[config.mk]
export PLATFORM = sky130hd
export DESIGN_NAME = adsc_ctrl
export DESIGN_NICKNAME = d
export VERILOG_FILES = /design/src/verilog/adsc_pkg.sv /design/src/verilog/adsc_sync.sv /design/src/verilog/adsc_timer.sv /design/src/verilog/adsc_ctrl.sv
export SDC_FILE = /design/constraint.sdc
export NUM_CORES = 1
export LEC_CHECK = 0
export BUFFER_PORTS_ARGS = -buffer_cell sky130_fd_sc_hd__buf_2
export CAP_MARGIN = 10
export CORE_MARGIN = 1
export CORE_UTILIZATION = 62
export CTS_CLUSTER_DIAMETER = 60
export CTS_CLUSTER_SIZE = 16
export DETAILED_ROUTE_END_ITERATION = 12
export GPL_TIMING_DRIVEN = 0
export PLACE_DENSITY = 0.85
export SYNTH_ARGS = -nofsm -noshare
export SYNTH_HDL_FRONTEND = slang
export SYNTH_SLANG_ARGS = --single-unit
export TNS_END_PERCENT = 30
[constraint.sdc]
create_clock -name clock -period 10.4 [get_ports clock]
set_input_delay 2.08 -clock clock [delete_from_list [all_inputs] [get_ports clock]]
set_output_delay 2.08 -clock clock [all_outputs]
set_load 0.005 [all_outputs]
[src/verilog/adsc_pkg.sv]
// Constants shared by the converter sequencing controller
package adsc_pkg;
	// Device register map, reached over the device's own register port
	localparam logic [2:0] DEV_MODE   = 3'h0;
	localparam logic [2:0] DEV_CHAN   = 3'h1;
	localparam logic [2:0] DEV_PCFG   = 3'h2;
	localparam logic [2:0] DEV_P2DIR  = 3'h3;
	localparam logic [2:0] DEV_P2LAT  = 3'h4;
	localparam logic [2:0] DEV_RES_LO = 3'h5;
	localparam logic [2:0] DEV_RES_HI = 3'h6;
	localparam logic [2:0] DEV_IRQF   = 3'h7;
	// Mode register fields
	localparam int MODE_START_BIT = 7;
	localparam int MODE_CE_BIT    = 0;
	localparam int MODE_TIME_LSB  = 1;
	localparam int MODE_TIME_W    = 5;
	// Channel and port configuration codes barred on the reduced-pin variant
	localparam logic [2:0] CHAN_BAD_A = 3'h6;
	localparam logic [2:0] CHAN_BAD_B = 3'h7;
	localparam logic [3:0] PCFG_BAD_A = 4'h7;
	localparam logic [3:0] PCFG_BAD_B = 4'h8;
	localparam logic [7:0] P2_HIGH_PINS = 8'hC0;
	// Controller register indices
	localparam logic [3:0] REG_CTRL   = 4'h0;
	localparam logic [3:0] REG_CFG    = 4'h1;
	localparam logic [3:0] REG_PORT   = 4'h2;
	localparam logic [3:0] REG_STATUS = 4'h3;
	localparam logic [3:0] REG_RESULT = 4'h4;
	localparam logic [3:0] REG_IRQ_ST = 4'h5;
	localparam logic [3:0] REG_IRQ_MK = 4'h6;
	// Configuration register fields
	localparam int CFG_CHAN_LSB = 0;
	localparam int CFG_PCFG_LSB = 3;
	localparam int CFG_TIME_LSB = 7;
	localparam int CFG_REDUCED  = 12;
	localparam int CFG_SKIP_CE  = 13;
	// Interrupt bits
	localparam int IRQ_RESULT  = 0;
	localparam int IRQ_CFG_ERR = 1;
	localparam int IRQ_DROPPED = 2;
	localparam int IRQ_W       = 3;
	// Reset values
	localparam logic [31:0] CFG_RESET  = 32'h0000_0000;
	localparam logic [15:0] PORT_RESET = 16'h0000;
	// Settling time from comparator enable to start
	localparam int CLK_NS     = 10;
	localparam int SETTLE_NS  = 1000;
	localparam int SETTLE_CYC = (SETTLE_NS + CLK_NS - 1) / CLK_NS;
	typedef enum logic [3:0] {
		S_IDLE, S_CLR, S_PCFG, S_DIR, S_LAT, S_ENA, S_CHAN,
		S_SETTLE, S_START, S_RUN, S_RDL, S_RDH, S_ACK, S_STOP
	} adsc_state_t;
endpackage

[src/verilog/adsc_sync.sv]
// Two-flop synchroniser for pin inputs
`timescale 1ns/1ps
module adsc_sync #(
	parameter int W = 1
) (
	input  wire logic         clock, // System clock
	input  wire logic         rst,   // Asynchronous reset
	input  wire logic [W-1:0] d,     // Asynchronous input
	output logic      [W-1:0] q      // Synchronised output
);
	logic [W-1:0] meta_r;

	always_ff @(posedge clock or posedge rst) begin
		if (rst) begin
			meta_r <= '0;
			q      <= '0;
		end else begin
			meta_r <= d;
			q      <= meta_r;
		end
	end
endmodule

[src/verilog/adsc_timer.sv]
// Down counter that flags when a loaded interval has elapsed
`timescale 1ns/1ps
module adsc_timer #(
	parameter int W = 8
) (
	input  wire logic         clock, // System clock
	input  wire logic         rst,   // Asynchronous reset
	input  wire logic         load,  // Restart the interval
	input  wire logic [W-1:0] count, // Interval in cycles
	output logic              done   // High once the interval has run out
);
	logic [W-1:0] cnt_r;

	always_ff @(posedge clock or posedge rst) begin
		if (rst) begin
			cnt_r <= '0;
			done  <= 1'b0;
		end else if (load) begin
			cnt_r <= count;
			done  <= 1'b0;
		end else if (cnt_r != '0) begin
			cnt_r <= cnt_r - 1'b1;
			done  <= (cnt_r == {{(W-1){1'b0}}, 1'b1});
		end
	end
endmodule

[src/verilog/adsc_ctrl.sv]
// Host-side sequencer that drives the converter through its register port
// Operation
// - Channel select writes always carry zero in bits 3 to 7.
// - Channel select writes wait out the device's wait cycle and are not issued while the peripheral clock is stopped.
// - On the reduced-pin variant, channel codes 110 and 111 are never written.
// - The selected channel's port 2 pin is made an input before conversion.
// - Port configuration writes wait out the wait cycle and are not issued while the peripheral clock is stopped.
// - On the reduced-pin variant, port configuration codes 0111 and 1000 are never written.
// - On the reduced-pin variant, port 2 pins 6 and 7 are inputs with their latch bits cleared.
// - At least 1 us passes between comparator enable and setting the start bit.
// - Comparator enable is written after port configuration and before channel selection.
// - When comparator enable is skipped, the first result after start is dropped.
// - Stopping clears start and comparator enable, and the completion flag is cleared before each restart.
// - A start within 1 us of enable, or with the comparator off, waits on the completion pin edge and its first result is dropped.
`timescale 1ns/1ps
module adsc_ctrl (
	input  wire logic        clock,       // 100 MHz system clock
	input  wire logic        rst,         // Asynchronous reset, active high
	input  wire logic [3:0]  addr,        // Register index
	input  wire logic [31:0] wdata,       // Write data
	input  wire logic        wr,          // Write strobe
	input  wire logic        rd,          // Read strobe
	output logic      [31:0] rdata,       // Read data, cycle after rd
	output logic             irq,         // Level interrupt
	output logic      [2:0]  dev_addr,    // Device register select
	output logic      [7:0]  dev_wdata,   // Device write data
	output logic             dev_we,      // Device write strobe
	output logic             dev_re,      // Device read strobe
	input  wire logic [7:0]  dev_rdata,   // Device read data, cycle after access
	input  wire logic        dev_wait,    // Device holds the current access
	input  wire logic        dev_done,    // Completion interrupt pin
	input  wire logic        pclk_stopped // Peripheral clock stopped pin
);
	adsc_pkg::adsc_state_t state_r, state_nxt;
	logic [31:0] cfg_r;
	logic [15:0] port_r;
	logic [9:0]  result_r;
	logic [7:0]  res_lo_r;
	localparam int IRQ_W_L = adsc_pkg::IRQ_W;
	logic [IRQ_W_L-1:0] irq_st_r, irq_mk_r, irq_ev;
	logic        discard_r, go_r, acc_done_r, done_s, done_d_r, stop_s, stop_req_r;
	logic        start_cmd, stop_cmd, cfg_bad, timer_done, timer_load, done_edge;
	logic [2:0]  chan;
	logic [3:0]  pcfg;
	logic [4:0]  ctime;
	logic        reduced, skip_ce;
	logic [7:0]  chan_bit, acc_data;
	logic [2:0]  acc_addr;
	logic        acc_rd, acc_any;

	assign chan     = cfg_r[adsc_pkg::CFG_CHAN_LSB +: 3];
	assign pcfg     = cfg_r[adsc_pkg::CFG_PCFG_LSB +: 4];
	assign ctime    = cfg_r[adsc_pkg::CFG_TIME_LSB +: 5];
	assign reduced  = cfg_r[adsc_pkg::CFG_REDUCED];
	assign skip_ce  = cfg_r[adsc_pkg::CFG_SKIP_CE];
	assign chan_bit = 8'h01 << chan;
	assign start_cmd = wr && addr == adsc_pkg::REG_CTRL && wdata[0];
	assign stop_cmd  = wr && addr == adsc_pkg::REG_CTRL && wdata[1];
	assign cfg_bad = reduced && (chan == adsc_pkg::CHAN_BAD_A || chan == adsc_pkg::CHAN_BAD_B
		|| pcfg == adsc_pkg::PCFG_BAD_A || pcfg == adsc_pkg::PCFG_BAD_B);
	assign done_edge = done_s && !done_d_r;

	adsc_sync #(.W(2)) u_sync (
		.clock (clock),
		.rst   (rst),
		.d     ({dev_done, pclk_stopped}),
		.q     ({done_s, stop_s})
	);

	adsc_timer #(.W(8)) u_settle (
		.clock (clock),
		.rst   (rst),
		.load  (timer_load),
		.count (8'(adsc_pkg::SETTLE_CYC)),
		.done  (timer_done)
	);
	assign timer_load = acc_done_r && state_r == adsc_pkg::S_ENA;

	// Device access for the current state
	always_comb begin
		acc_addr = adsc_pkg::DEV_IRQF;
		acc_data = 8'h00;
		acc_rd   = 1'b0;
		acc_any  = 1'b1;
		unique case (state_r)
			adsc_pkg::S_CLR, adsc_pkg::S_ACK: begin
				acc_addr = adsc_pkg::DEV_IRQF;
			end
			adsc_pkg::S_PCFG: begin
				acc_addr = adsc_pkg::DEV_PCFG;
				acc_data = {4'h0, pcfg};
			end
			adsc_pkg::S_DIR: begin
				acc_addr = adsc_pkg::DEV_P2DIR;
				acc_data = port_r[7:0] | chan_bit | (reduced ? adsc_pkg::P2_HIGH_PINS : 8'h00);
			end
			adsc_pkg::S_LAT: begin
				acc_addr = adsc_pkg::DEV_P2LAT;
				acc_data = port_r[15:8] & ~(reduced ? adsc_pkg::P2_HIGH_PINS : 8'h00);
			end
			adsc_pkg::S_ENA: begin
				acc_addr = adsc_pkg::DEV_MODE;
				acc_data = 8'h00;
				acc_data[adsc_pkg::MODE_TIME_LSB +: adsc_pkg::MODE_TIME_W] = ctime;
				acc_data[adsc_pkg::MODE_CE_BIT] = 1'b1;
			end
			adsc_pkg::S_CHAN: begin
				acc_addr = adsc_pkg::DEV_CHAN;
				acc_data = {5'h00, chan};
			end
			adsc_pkg::S_START: begin
				acc_addr = adsc_pkg::DEV_MODE;
				acc_data = 8'h00;
				acc_data[adsc_pkg::MODE_TIME_LSB +: adsc_pkg::MODE_TIME_W] = ctime;
				acc_data[adsc_pkg::MODE_CE_BIT] = !skip_ce;
				acc_data[adsc_pkg::MODE_START_BIT] = 1'b1;
			end
			adsc_pkg::S_RDL: begin
				acc_addr = adsc_pkg::DEV_RES_LO;
				acc_rd   = 1'b1;
			end
			adsc_pkg::S_RDH: begin
				acc_addr = adsc_pkg::DEV_RES_HI;
				acc_rd   = 1'b1;
			end
			adsc_pkg::S_STOP: begin
				acc_addr = adsc_pkg::DEV_MODE;
			end
			default: begin
				acc_any = 1'b0;
			end
		endcase
	end

	// Device bus engine: one access per state entry, held through wait cycles
	always_ff @(posedge clock or posedge rst) begin
		if (rst) begin
			dev_addr   <= 3'h0;
			dev_wdata  <= 8'h00;
			dev_we     <= 1'b0;
			dev_re     <= 1'b0;
			go_r       <= 1'b0;
			acc_done_r <= 1'b0;
		end else begin
			acc_done_r <= (dev_we || dev_re) && !dev_wait;
			if (state_nxt != state_r) begin
				go_r <= 1'b1;
			end else if (go_r && acc_any && !stop_s) begin
				go_r      <= 1'b0;
				dev_addr  <= acc_addr;
				dev_wdata <= acc_data;
				dev_we    <= !acc_rd;
				dev_re    <= acc_rd;
			end else if (!dev_wait) begin
				dev_we <= 1'b0;
				dev_re <= 1'b0;
			end
		end
	end

	// Sequence
	always_comb begin
		state_nxt = state_r;
		unique case (state_r)
			adsc_pkg::S_IDLE:
				if (start_cmd && !cfg_bad) state_nxt = adsc_pkg::S_CLR;
			adsc_pkg::S_CLR:
				if (acc_done_r) state_nxt = adsc_pkg::S_PCFG;
			adsc_pkg::S_PCFG:
				if (acc_done_r) state_nxt = adsc_pkg::S_DIR;
			adsc_pkg::S_DIR:
				if (acc_done_r) state_nxt = adsc_pkg::S_LAT;
			adsc_pkg::S_LAT:
				if (acc_done_r) state_nxt = skip_ce ? adsc_pkg::S_CHAN : adsc_pkg::S_ENA;
			adsc_pkg::S_ENA:
				if (acc_done_r) state_nxt = adsc_pkg::S_CHAN;
			adsc_pkg::S_CHAN:
				if (acc_done_r) state_nxt = skip_ce ? adsc_pkg::S_START : adsc_pkg::S_SETTLE;
			adsc_pkg::S_SETTLE:
				if (stop_req_r) state_nxt = adsc_pkg::S_STOP;
				else if (timer_done) state_nxt = adsc_pkg::S_START;
			adsc_pkg::S_START:
				if (acc_done_r) state_nxt = adsc_pkg::S_RUN;
			adsc_pkg::S_RUN:
				if (stop_req_r) state_nxt = adsc_pkg::S_STOP;
				else if (done_edge) state_nxt = adsc_pkg::S_RDL;
			adsc_pkg::S_RDL:
				if (acc_done_r) state_nxt = adsc_pkg::S_RDH;
			adsc_pkg::S_RDH:
				if (acc_done_r) state_nxt = adsc_pkg::S_ACK;
			adsc_pkg::S_ACK:
				if (acc_done_r) state_nxt = adsc_pkg::S_RUN;
			adsc_pkg::S_STOP:
				if (acc_done_r) state_nxt = adsc_pkg::S_IDLE;
		endcase
	end

	always_ff @(posedge clock or posedge rst) begin
		if (rst) begin
			state_r  <= adsc_pkg::S_IDLE;
			done_d_r <= 1'b0;
		end else begin
			state_r  <= state_nxt;
			done_d_r <= done_s;
		end
	end

	// Stop request is held until the sequence can act on it
	always_ff @(posedge clock or posedge rst) begin
		if (rst) begin
			stop_req_r <= 1'b0;
		end else if (state_nxt == adsc_pkg::S_STOP || state_r == adsc_pkg::S_IDLE) begin
			stop_req_r <= 1'b0;
		end else if (stop_cmd) begin
			stop_req_r <= 1'b1;
		end
	end

	// Result capture; first result after a start without enable is dropped
	always_ff @(posedge clock or posedge rst) begin
		if (rst) begin
			res_lo_r  <= 8'h00;
			result_r  <= 10'h000;
			discard_r <= 1'b0;
		end else begin
			if (state_r == adsc_pkg::S_START && acc_done_r) begin
				discard_r <= skip_ce;
			end
			if (acc_done_r && state_r == adsc_pkg::S_RDL) begin
				res_lo_r <= dev_rdata;
			end
			if (acc_done_r && state_r == adsc_pkg::S_RDH) begin
				discard_r <= 1'b0;
				if (!discard_r) begin
					result_r <= {dev_rdata[1:0], res_lo_r};
				end
			end
		end
	end

	always_comb begin
		irq_ev = '0;
		irq_ev[adsc_pkg::IRQ_RESULT]  = acc_done_r && state_r == adsc_pkg::S_RDH && !discard_r;
		irq_ev[adsc_pkg::IRQ_DROPPED] = acc_done_r && state_r == adsc_pkg::S_RDH && discard_r;
		irq_ev[adsc_pkg::IRQ_CFG_ERR] = start_cmd && state_r == adsc_pkg::S_IDLE && cfg_bad;
	end

	// Software registers
	always_ff @(posedge clock or posedge rst) begin
		if (rst) begin
			cfg_r    <= adsc_pkg::CFG_RESET;
			port_r   <= adsc_pkg::PORT_RESET;
			irq_mk_r <= '0;
		end else if (wr) begin
			if (addr == adsc_pkg::REG_CFG) cfg_r <= wdata;
			if (addr == adsc_pkg::REG_PORT) port_r <= wdata[15:0];
			if (addr == adsc_pkg::REG_IRQ_MK) irq_mk_r <= wdata[IRQ_W_L-1:0];
		end
	end

	// Sticky status: a new event wins over a write-one clear
	always_ff @(posedge clock or posedge rst) begin
		if (rst) begin
			irq_st_r <= '0;
			irq      <= 1'b0;
		end else begin
			if (wr && addr == adsc_pkg::REG_IRQ_ST) begin
				irq_st_r <= (irq_st_r & ~wdata[IRQ_W_L-1:0]) | irq_ev;
			end else begin
				irq_st_r <= irq_st_r | irq_ev;
			end
			irq <= |(irq_st_r & irq_mk_r);
		end
	end

	always_ff @(posedge clock or posedge rst) begin
		if (rst) begin
			rdata <= 32'h0000_0000;
		end else if (rd) begin
			unique case (addr)
				adsc_pkg::REG_CTRL:   rdata <= {31'h0, state_r != adsc_pkg::S_IDLE};
				adsc_pkg::REG_CFG:    rdata <= cfg_r;
				adsc_pkg::REG_PORT:   rdata <= {16'h0000, port_r};
				adsc_pkg::REG_STATUS: rdata <= {26'h0, discard_r, stop_s, 4'(state_r)};
				adsc_pkg::REG_RESULT: rdata <= {22'h0, result_r};
				adsc_pkg::REG_IRQ_ST: rdata <= {29'h0, irq_st_r};
				adsc_pkg::REG_IRQ_MK: rdata <= {29'h0, irq_mk_r};
				default:              rdata <= 32'h0000_0000;
			endcase
		end
	end

	// Cycles since the last comparator enable write, saturating
	logic [7:0] since_en_r;
	always_ff @(posedge clock or posedge rst) begin
		if (rst) begin
			since_en_r <= 8'h00;
		end else if (dev_we && !dev_wait && dev_addr == adsc_pkg::DEV_MODE
			&& dev_wdata[adsc_pkg::MODE_CE_BIT] && !dev_wdata[adsc_pkg::MODE_START_BIT]) begin
			since_en_r <= 8'h00;
		end else if (since_en_r != 8'hFF) begin
			since_en_r <= since_en_r + 8'h01;
		end
	end

	a_chan_upper_zero: assert property (@(posedge clock) disable iff (rst)
		dev_we && dev_addr == adsc_pkg::DEV_CHAN |-> dev_wdata[7:3] == 5'h00)
		else $error("channel select upper bits not zero");
	a_chan_reduced: assert property (@(posedge clock) disable iff (rst)
		dev_we && dev_addr == adsc_pkg::DEV_CHAN && reduced |-> dev_wdata[2:1] != 2'b11)
		else $error("barred channel code written");
	a_pcfg_reduced: assert property (@(posedge clock) disable iff (rst)
		dev_we && dev_addr == adsc_pkg::DEV_PCFG && reduced
		|-> dev_wdata[3:0] != adsc_pkg::PCFG_BAD_A && dev_wdata[3:0] != adsc_pkg::PCFG_BAD_B)
		else $error("barred port configuration written");
	a_no_write_stopped: assert property (@(posedge clock) disable iff (rst)
		$rose(dev_we) |-> !$past(stop_s))
		else $error("write issued with peripheral clock stopped");
	a_dir_input: assert property (@(posedge clock) disable iff (rst)
		dev_we && dev_addr == adsc_pkg::DEV_P2DIR
		|-> (dev_wdata & chan_bit) != 8'h00 && (!reduced || dev_wdata[7:6] == 2'b11))
		else $error("channel pin not set as input");
	a_latch_clear: assert property (@(posedge clock) disable iff (rst)
		dev_we && dev_addr == adsc_pkg::DEV_P2LAT && reduced |-> dev_wdata[7:6] == 2'b00)
		else $error("port 2 latch bits 6 and 7 not cleared");
	a_settle_gap: assert property (@(posedge clock) disable iff (rst)
		$rose(dev_we) && dev_wdata[adsc_pkg::MODE_START_BIT] && dev_addr == adsc_pkg::DEV_MODE
		&& !skip_ce |-> since_en_r >= 8'(adsc_pkg::SETTLE_CYC))
		else $error("start set too soon after comparator enable");
	a_stop_clears: assert property (@(posedge clock) disable iff (rst)
		dev_we && state_r == adsc_pkg::S_STOP |-> dev_wdata == 8'h00 && dev_addr == adsc_pkg::DEV_MODE)
		else $error("stop did not clear start and enable");
	a_irq_level: assert property (@(posedge clock) disable iff (rst)
		##1 irq == |($past(irq_st_r) & $past(irq_mk_r)))
		else $error("interrupt output does not follow masked status");
endmodule

==> flow_summary.yaml, run 1 <==
status:
  outcome: "completed"
timing:
  tightest_slew_ps: 991.6
  setup_violations: 0
  period_share_pct: 38.91
  fmax_mhz: 247.1
  slew-limit-headroom_pct: 33.39
  final-max-slew-violation-count: 0
  min_period_ps: 4047
  skew_ps: 9.199
  tns_ps: 0
  timing.final.ws_setup_ps: 6353
  finalHoldViolations: 0
  rsz0062_at_grt: "false"
clocking:
  cts.sinks: 140
  path_clk_slew_ps: 60
  htree_num_levels: 4
  cts_tree: "built"
  worst_skew_pair.late_latency_ps: 540
  cts_buffers: 17
  post-cts-setup-buffers: 0
  holdBufCountCts: 0
  cts_root_buffer: "clkbuf_8"
  clockBufferDepth: 2
  postCtsResizedCells: 0
synthesis:
  synth_adder_area_share_pct: 0.3686
  avgSynthCellArea_um2: 11.08
  synth_compound_area_share_pct: 15.02
  synthXorXnorAreaFrac_pct: 1.050
  synth-seq-cells: 140
  synth_cell_types: 67
  yosysSeqAreaShare_pct: 51.60
  async_reset_ff_share_pct: 100.0
  syn_inst: 613
  yosys.area_share.simple_pct: 11.17
  synth_edf_count: 0
  syn_nets: 666
  syn_area_mm2: 0.006789
  yosysWarnings: 0
  synthMuxAreaShare_pct: 15.50
  synthFlopType: "dfrtp_1"
  synth_top_family_by_area: "multiplexers"
worst_setup_path:
  cp-start-kind: "input port"
  critPathRequiredTime_ps: 10820
  crit_fanout: 10
  path_class: "in -> reg"
  setup.worst_path.end_class: "register"
  cp.arrival_ps: 4470
final_layout:
  multiInputGateArea_mm2: 0.002927
  final-seq-area_mm2: 0.003503
  area_growth_pct: 18.58
  mostFrequentLayoutCell: "dfrtp_1"
  fillCellCount: 691
  drive_gt1_share_pct: 32.38
  layout.nets: 780
  layout_common_cells: "dfrtp_1, buf_2, mux2_2"
grt:
  first_global_vias: 5570
  grt_max_degree: 87
  antenna_found_initial: 3
  globalRouteOverflowTotal: 0
  grt_usage_pct: 33.78
  grt_pass1_wl_um: 29050
floorplan:
  dieArea_mm2: 0.01137
  core_area_mm2: 0.01046
  row_count: 37
  dieHeight_um: 106.6
  die_width_um: 106.6
  start_util_pct: 64.89
  top_level_ports: 97
place:
  numPortBuffers: 94
  place.gp.congestion: 0.9080
  hpwl_um: 12610
  pre_cts_slack_ps: 5915
route:
  wirelength_um: 18150
  vias_per_cell: 6.344
  wl_per_cell_um: 20.70
  drt-pass1-iter-count: 5
  first_iter_violations: 514
  ant_nets: 0
  route.detailed.drc: 0
  vias: 5564
job:
  drv_cap: 0
power_and_ir_drop:
  cellPowerDensity_mw_per_mm2: 252.9
  leakagePower_nw: 3.633
  peakVddDrop_v: 0.0001652
worst_hold_path:
  worst_hold_path_type: "reg -> reg"
==> per-layer routing <==
layer  up-vias  GRT usage [%]  routed length, um
li1       2447              -                  -
met1      2735          46.20               7563
met2       321          52.21               8610
met3        61          6.626               1357
met4         0          15.85                620
met5         -              0                  0
==> sequential cells by signal (all words and copies together) (netlist names), 2 cells and up <==
name / cells
irq_mk_r: 3
result_r: 10
dev_wdata: 8
irq_st_r: 3
res_lo_r: 8
dev_addr: 3
u_sync.meta_r: 2
u_settle.cnt_r: 8
rdata: 32
port_r: 16
cfg_r: 32
u_sync.q: 2
state_r: 4
==> where the power goes <==
part           switching (mW)  internal, mW  total (mW)
combinational           0.347         0.299       0.646
clock                   0.244         0.365       0.609
sequential              0.106         0.675       0.781
==> kinds of logic (layout without fill, tap and decap cells) <==
kind of cell | after synthesis | after routing
buffers and inverters | 84 | 209
DFF | 140 | 140
adders and majority gates | 2 | 2
other | 0 | 3
xor gates and xnor gates | 6 | 6
AOI/OAI and AO/OA | 148 | 148
muxes | 91 | 91
and+or+nand+nor | 142 | 142
==> cell usage after synthesis (8+ instances only) <==
library cell | instances | area share, %
nand3_1 | 26 | 1.9
a22oi_1 | 13 | 1.4
mux2_2 | 81 | 13
a21oi_1 | 25 | 1.8
o21ai_0 | 38 | 2.8
clkbuf_1 | 18 | 1.0
o22ai_1 | 17 | 1.6
inv_1 | 45 | 2.5
nor2_1 | 33 | 1.8
mux2_4 | 8 | 1.8
a31oi_1 | 12 | 1.1
a22o_1 | 12 | 1.5
nand2_1 | 26 | 1.4
buf_1 | 8 | 0.44
dfrtp_1 | 140 | 52
nor3_1 | 11 | 0.81
==> critical path, cell delays in order <==
cell      delay, ps
buf_2           190
nor2b_1         440
and2_1          210
clkbuf_1        520
nand2_1         300
buf_1           360
mux2_2          360
==> per-stage QoR <==
stage,power (mW),area (um2),hold WS (ps),instances,util [%]
after global placement,1.377,7430,332.9,843,71.01
final,2.036,8050,348.6,877,76.94
after CTS,2.021,8043,349.3,874,76.87
after global routing,2.121,8050,359.8,877,76.94
after detailed placement,1.412,7462,335.8,844,71.32
after floorplan,1.229,6789,331.2,613,-
==> final timing paths <==
kind / startpoint / end / slack [ps] / cells after the start
worst min-delay path: u_sync.meta_r[1] / u_sync.q[1] / 350 / 0
min in group asynchronous: rst / res_lo_r[3] / 1580 / 2
worst max-delay path: addr[0] / cfg_r[4] / 6350 / 7
max in group asynchronous: rst / dev_we / 8060 / 3
worst max register to register: state_r[3] / dev_we / 7510 / 7
worst min register to register: u_sync.meta_r[1] / u_sync.q[1] / 350 / 0
==> layout make-up <==
cell class              count  area share (%)
diodes                      3         0.09325
plain buffers              38           2.316
clock buffers              17           5.145
clock inverters            13           2.067
inverters                  46           2.207
multi-input cells         389           36.35
flip-flops and latches    140           43.52
well taps                 136           2.114
repair buffers             95           6.186
No activity file was read; power rests on OpenSTA's default activity.
==> inputs of run 2 (changes only) <==
- CORE_UTILIZATION: 62 -> 57
- PLACE_DENSITY: 0.85 -> 0.79
- clock period: 10.4 -> 4.2 ns (I/O delays scaled with it)
==> flow_summary.yaml, run 2 (same netlist as run 1, synthesis figures left out) <==
grt:
  met1_usage_pct: 40.41
  busiest_layer: "met2"
  grt_use_met3_pct: 8.256
  use_met2_pct: 46.62
  grt_usage_pct: 29.89
  globalRouteOverflowTotal: 0
  antenna_found_initial: 0
  first_global_vias: 5413
  grt_max_degree: 39
  grt_pass1_wl_um: 28320
route:
  wirelength_um: 17340
  ant_nets: 0
  vias_per_cell: 6.099
  vias: 5398
  first_iter_violations: 398
  drt-pass1-iter-count: 9
  wl_per_cell_um: 19.59
  route.detailed.drc: 10
worst_setup_path:
  path_class: "reg -> reg"
  worstReg2RegStart: "state_r[3]"
  rr_endpoint: "dev_re"
  setup.worst_path.end_class: "register"
  reg2regPathDepth: 7
  crit_start: "state_r[3]"
  crit_fanout: 10
  cp-start-kind: "register"
  critPathCapture: "dev_re"
  cp.arrival_ps: 3190
  r2r_slack_ps: 1290
  critPathRequiredTime_ps: 4480
power_and_ir_drop:
  peakVddDrop_v: 0.0003760
  power_frac_seq_pct: 36.9
  clkPwrFrac_pct: 32.6
  cellPowerDensity_mw_per_mm2: 638.0
  p_sw_share_pct: 31.80
  p_comb_share_pct: 30.4
  leakagePower_nw: 3.699
  p_int_mw: 3.557
  p_switching_mw: 1.659
final_layout:
  layout.nets: 782
  instances_no_fill: 885
  fillCellCount: 814
  drive_gt1_share_pct: 32.48
  area_growth_pct: 20.42
  layout_common_cells: "dfrtp_1, buf_2, mux2_2"
  finalInstanceArea_mm2: 0.008175
  largestRegisters: "cfg_r: 32 flops, rdata: 32 flops, port_r: 16 flops"
  mostFrequentLayoutCell: "dfrtp_1"
  diodes: 0
job:
  drv_cap: 0
floorplan:
  row_count: 39
  top_level_ports: 97
  die_width_um: 111.1
  dieHeight_um: 111.1
  start_util_pct: 58.95
  core_area_mm2: 0.01152
  dieArea_mm2: 0.01235
timing:
  min_period_ps: 2910
  setup_violations: 0
  fmax_mhz: 343.7
  period_share_pct: 69.28
  rsz0062_at_grt: "false"
  tightest_slew_ps: 861.3
  skew_ps: 7.996
  finalHoldViolations: 0
  final-max-slew-violation-count: 0
  slew-limit-headroom_pct: 42.14
  hold_slack_ps: 342.1
  tns_ps: 0
place:
  numPortBuffers: 94
  dp.cells: 853
  place.gp.congestion: 0.8823
  place_area_mm2: 0.007502
  hpwl_um: 12420
clocking:
  htree_num_levels: 4
  clockBufferDepth: 2
  path_clk_slew_ps: 60
  cts_root_buffer: "clkbuf_16"
  worst_skew_pair.late_latency_ps: 430
  cts.sinks: 140
  post-cts-setup-buffers: 0
  cts_buffers: 17
  cts_tree: "built"
  holdBufCountCts: 0
  postCtsResizedCells: 0
status:
  failed_checks: "design-rule violations"
  outcome: "finished, violations left"
worst_hold_path:
  worst_hold_path_type: "reg -> reg"
run 2: how the worst min path moves through the flow:
stage                          start           to  slack (ps)  cells past startpoint
floorplan           u_sync.meta_r[0]  u_sync.q[0]         330                      0
global placement    u_sync.meta_r[1]  u_sync.q[1]         330                      0
detailed placement  u_sync.meta_r[1]  u_sync.q[1]         330                      0
CTS                 u_sync.meta_r[1]  u_sync.q[1]         350                      0
global route        u_sync.meta_r[1]  u_sync.q[1]         350                      0
finish              u_sync.meta_r[1]  u_sync.q[1]         340                      0
run 2: worst max-delay path, stage by stage (launching register included):
cell       delay (ps)
dfrtp_1           450
buf_2             230
buf_2             220
nor2_1            360
nor2_1             90
or4b_1            570
a2111oi_0         670
o2bb2ai_1         170
run 2: layout make-up:
| type | instances | area (um2) | share of cell area [%] |
|---|---|---|---|
| well taps | 143 | 178.9 | 2.189 |
| inverters | 46 | 176.4 | 2.158 |
| multi-input cells | 389 | 2927 | 35.80 |
| clock buffers | 21 | 460.4 | 5.632 |
| clock inverters | 11 | 212.7 | 2.602 |
| plain buffers | 38 | 186.4 | 2.280 |
| repair buffers | 97 | 530.5 | 6.489 |
| flip-flops and latches | 140 | 3503 | 42.85 |
run 2: power groups by stage:
stage | combinational (mW) | clock, mW | sequential [mW]
after floorplan | 1.18 | 0 | 1.86
after global placement | 1.49 | 0 | 1.92
after detailed placement | 1.55 | 0 | 1.94
after CTS | 1.57 | 1.72 | 1.92
after global routing | 1.72 | 1.78 | 1.96
final | 1.59 | 1.70 | 1.93
run 2: per-stage QoR:
step	util, %	total power, mW	setup WS [ps]
after floorplan	-	3.044	1348
after global placement	64.62	3.413	918.9
after detailed placement	65.15	3.487	951.3
after CTS	70.99	5.211	1326
after global routing	70.99	5.459	1165
final	70.99	5.216	1290
run 2: layer usage:
layer  vias up  wire (um)
li1       2461          -
met1      2660       7453
met2       237       8214
met3        40       1296
met4         0        376
met5         -          0
==> inputs of run 3 (changes only) <==
- CORE_UTILIZATION: 57 -> 52
- PLACE_DENSITY: 0.79 -> 0.76
- clock period: 4.2 -> 2.35 ns (I/O delays scaled with it)
==> flow_summary.yaml, run 3 (same netlist as run 1, synthesis figures left out) <==
status:
  outcome: "finished, violations left"
  failed_checks: "negative setup slack"
power_and_ir_drop:
  p_int_mw: 6.360
  p_comb_share_pct: 38.3
  peakVddDrop_v: 0.0007728
  p_sw_share_pct: 33.81
  leakagePower_nw: 3.848
  clkPwrFrac_pct: 25.6
  power_mw: 9.609
  power_frac_seq_pct: 36.1
  cellPowerDensity_mw_per_mm2: 1121
  p_switching_mw: 3.248
final_layout:
  mostFrequentLayoutCell: "dfrtp_1"
  largestRegisters: "cfg_r: 32 flops, rdata: 32 flops, port_r: 16 flops"
  drive_gt1_share_pct: 39.69
  layout_common_cells: "dfrtp_1, buf_2, mux2_2"
  final-seq-area_mm2: 0.003510
  fillCellCount: 957
  diodes: 0
  finalInstanceArea_mm2: 0.008571
  fin_util_pct: 67.64
  multiInputGateArea_mm2: 0.003126
  layout.nets: 809
  instances_no_fill: 938
  area_growth_pct: 26.24
place:
  pre_cts_slack_ps: -503.9
  place.gp.congestion: 0.9172
  place_area_mm2: 0.007538
  hpwl_um: 12780
  numPortBuffers: 94
  dp.cells: 882
clocking:
  cts_tree: "built"
  htree_num_levels: 4
  worst_skew_pair.late_latency_ps: 420
  path_clk_slew_ps: 60
  clockBufferDepth: 2
  cts_buffers: 17
  cts_root_buffer: "clkbuf_16"
  cts.sinks: 140
timing:
  period_share_pct: 106.3
  skew_ps: 7.100
  final-max-slew-violation-count: 0
  tightest_slew_ps: 861.9
  timing.final.ws_setup_ps: -149.0
  fmax_mhz: 400.2
  tns_ps: -1531
  slew-limit-headroom_pct: 42.10
  hold_slack_ps: 163.4
  min_period_ps: 2499
  rsz0062_at_grt: "true"
  finalHoldViolations: 0
  setup_violations: 13
worst_setup_path:
  crit_fanout: 5
  path_class: "reg -> reg"
  setup.worst_path.end_class: "register"
  cp.arrival_ps: 2800
  cp_cell_sequence: "clkbuf_16, nand2_8, or4_4, a41o_4, xnor2_4, nor3_4, buf_6, mux2_4"
  cp-start-kind: "register"
  critPathRequiredTime_ps: 2650
  cp_slowest_cell: "dfrtp_2"
  reg2regPathDepth: 8
  crit_path_max_incr_delay_ps: 480
floorplan:
  start_util_pct: 53.58
  dieArea_mm2: 0.01352
  top_level_ports: 97
  core_area_mm2: 0.01267
  die_width_um: 116.3
  dieHeight_um: 116.3
  row_count: 41
grt:
  antenna_found_initial: 0
  grt_usage_pct: 28.03
  grt_pass1_wl_um: 28470
  grt_max_degree: 38
  globalRouteOverflowTotal: 0
  first_global_vias: 5465
route:
  wirelength_um: 18170
  drt-pass1-iter-count: 5
  wl_per_cell_um: 19.37
  vias: 5510
  first_iter_violations: 379
  route.detailed.drc: 0
  vias_per_cell: 5.874
  ant_nets: 0
worst_hold_path:
  hold_path_depth: 1
  worst_hold_path_type: "in -> reg"
job:
  drv_cap: 0
[run 3: cell count changes in the layout (fill, tap and decap cells not counted), moves of 4 or more]
cell	delta
buf_4	+22
buf_6	+9
clkbuf_1	-6
bufinv_16	-5
dfrtp_1	-5
dfrtp_2	+5
nand2_1	-4
nor2_1	-4
[run 3: layout make-up]
class	instances	area share, %
sequential	140	40.95
multi-input combinational	389	36.47
timing repair buffer	127	9.241
clock buffer	22	5.533
tap	172	2.511
buffer	35	2.438
inverter	46	2.088
clock inverter	7	0.7737
[run 3: repair_timing]
action / in CTS / in global routing
endpoints found under the setup margin: 23 / 54
buffers inserted: 16 / 12
hold buffers: 0 / 0
hold endpoints to repair: 0 / 0
pin swaps: 12 / 12
gates resized for setup: 39 / 30
gates cloned: 1 / 1
[run 3: path summary, 6_finish.rpt]
path	startpoint	endpoint	slack, ps
min in group asynchronous	rst	result_r[3]	170
min reg2reg	u_sync.meta_r[0]	u_sync.q[0]	350
max in group asynchronous	rst	cfg_r[13]	1280
min	pclk_stopped	u_sync.meta_r[0]	160
max	state_r[0]	dev_wdata[0]	-150
max reg2reg	state_r[0]	dev_wdata[0]	-150
[run 3: critical path: cells and delay by family, from the launching register on]
kind / cells / cell delay (ps)
buffers and inverters: 2 / 370
and+or+nand+nor: 3 / 750
muxes: 1 / 300
AOI/OAI and AO/OA: 1 / 320
DFF: 1 / 480
xor gates and xnor gates: 1 / 140
[run 3: metal layers]
metal  share of wire [%]  wire [um]  GRT usage (%)  vias to the layer above
met1                  43       7819          37.65                     2726
met2                  48       8774          44.30                      245
met4                 2.2        403          9.744                        0
met3                 6.5       1174          7.058                       36
li1                    -          -              -                     2503
met5                   0          0              0                        -
[run 3: power groups by stage]
stage,Combinational [mW],Clock (mW),Sequential (mW)
detailed placement,2.80,0,3.47
global placement,2.73,0,3.43
finish,3.68,2.46,3.47
floorplan,2.11,0,3.33
CTS,3.26,2.50,3.44
global route,3.93,2.60,3.53
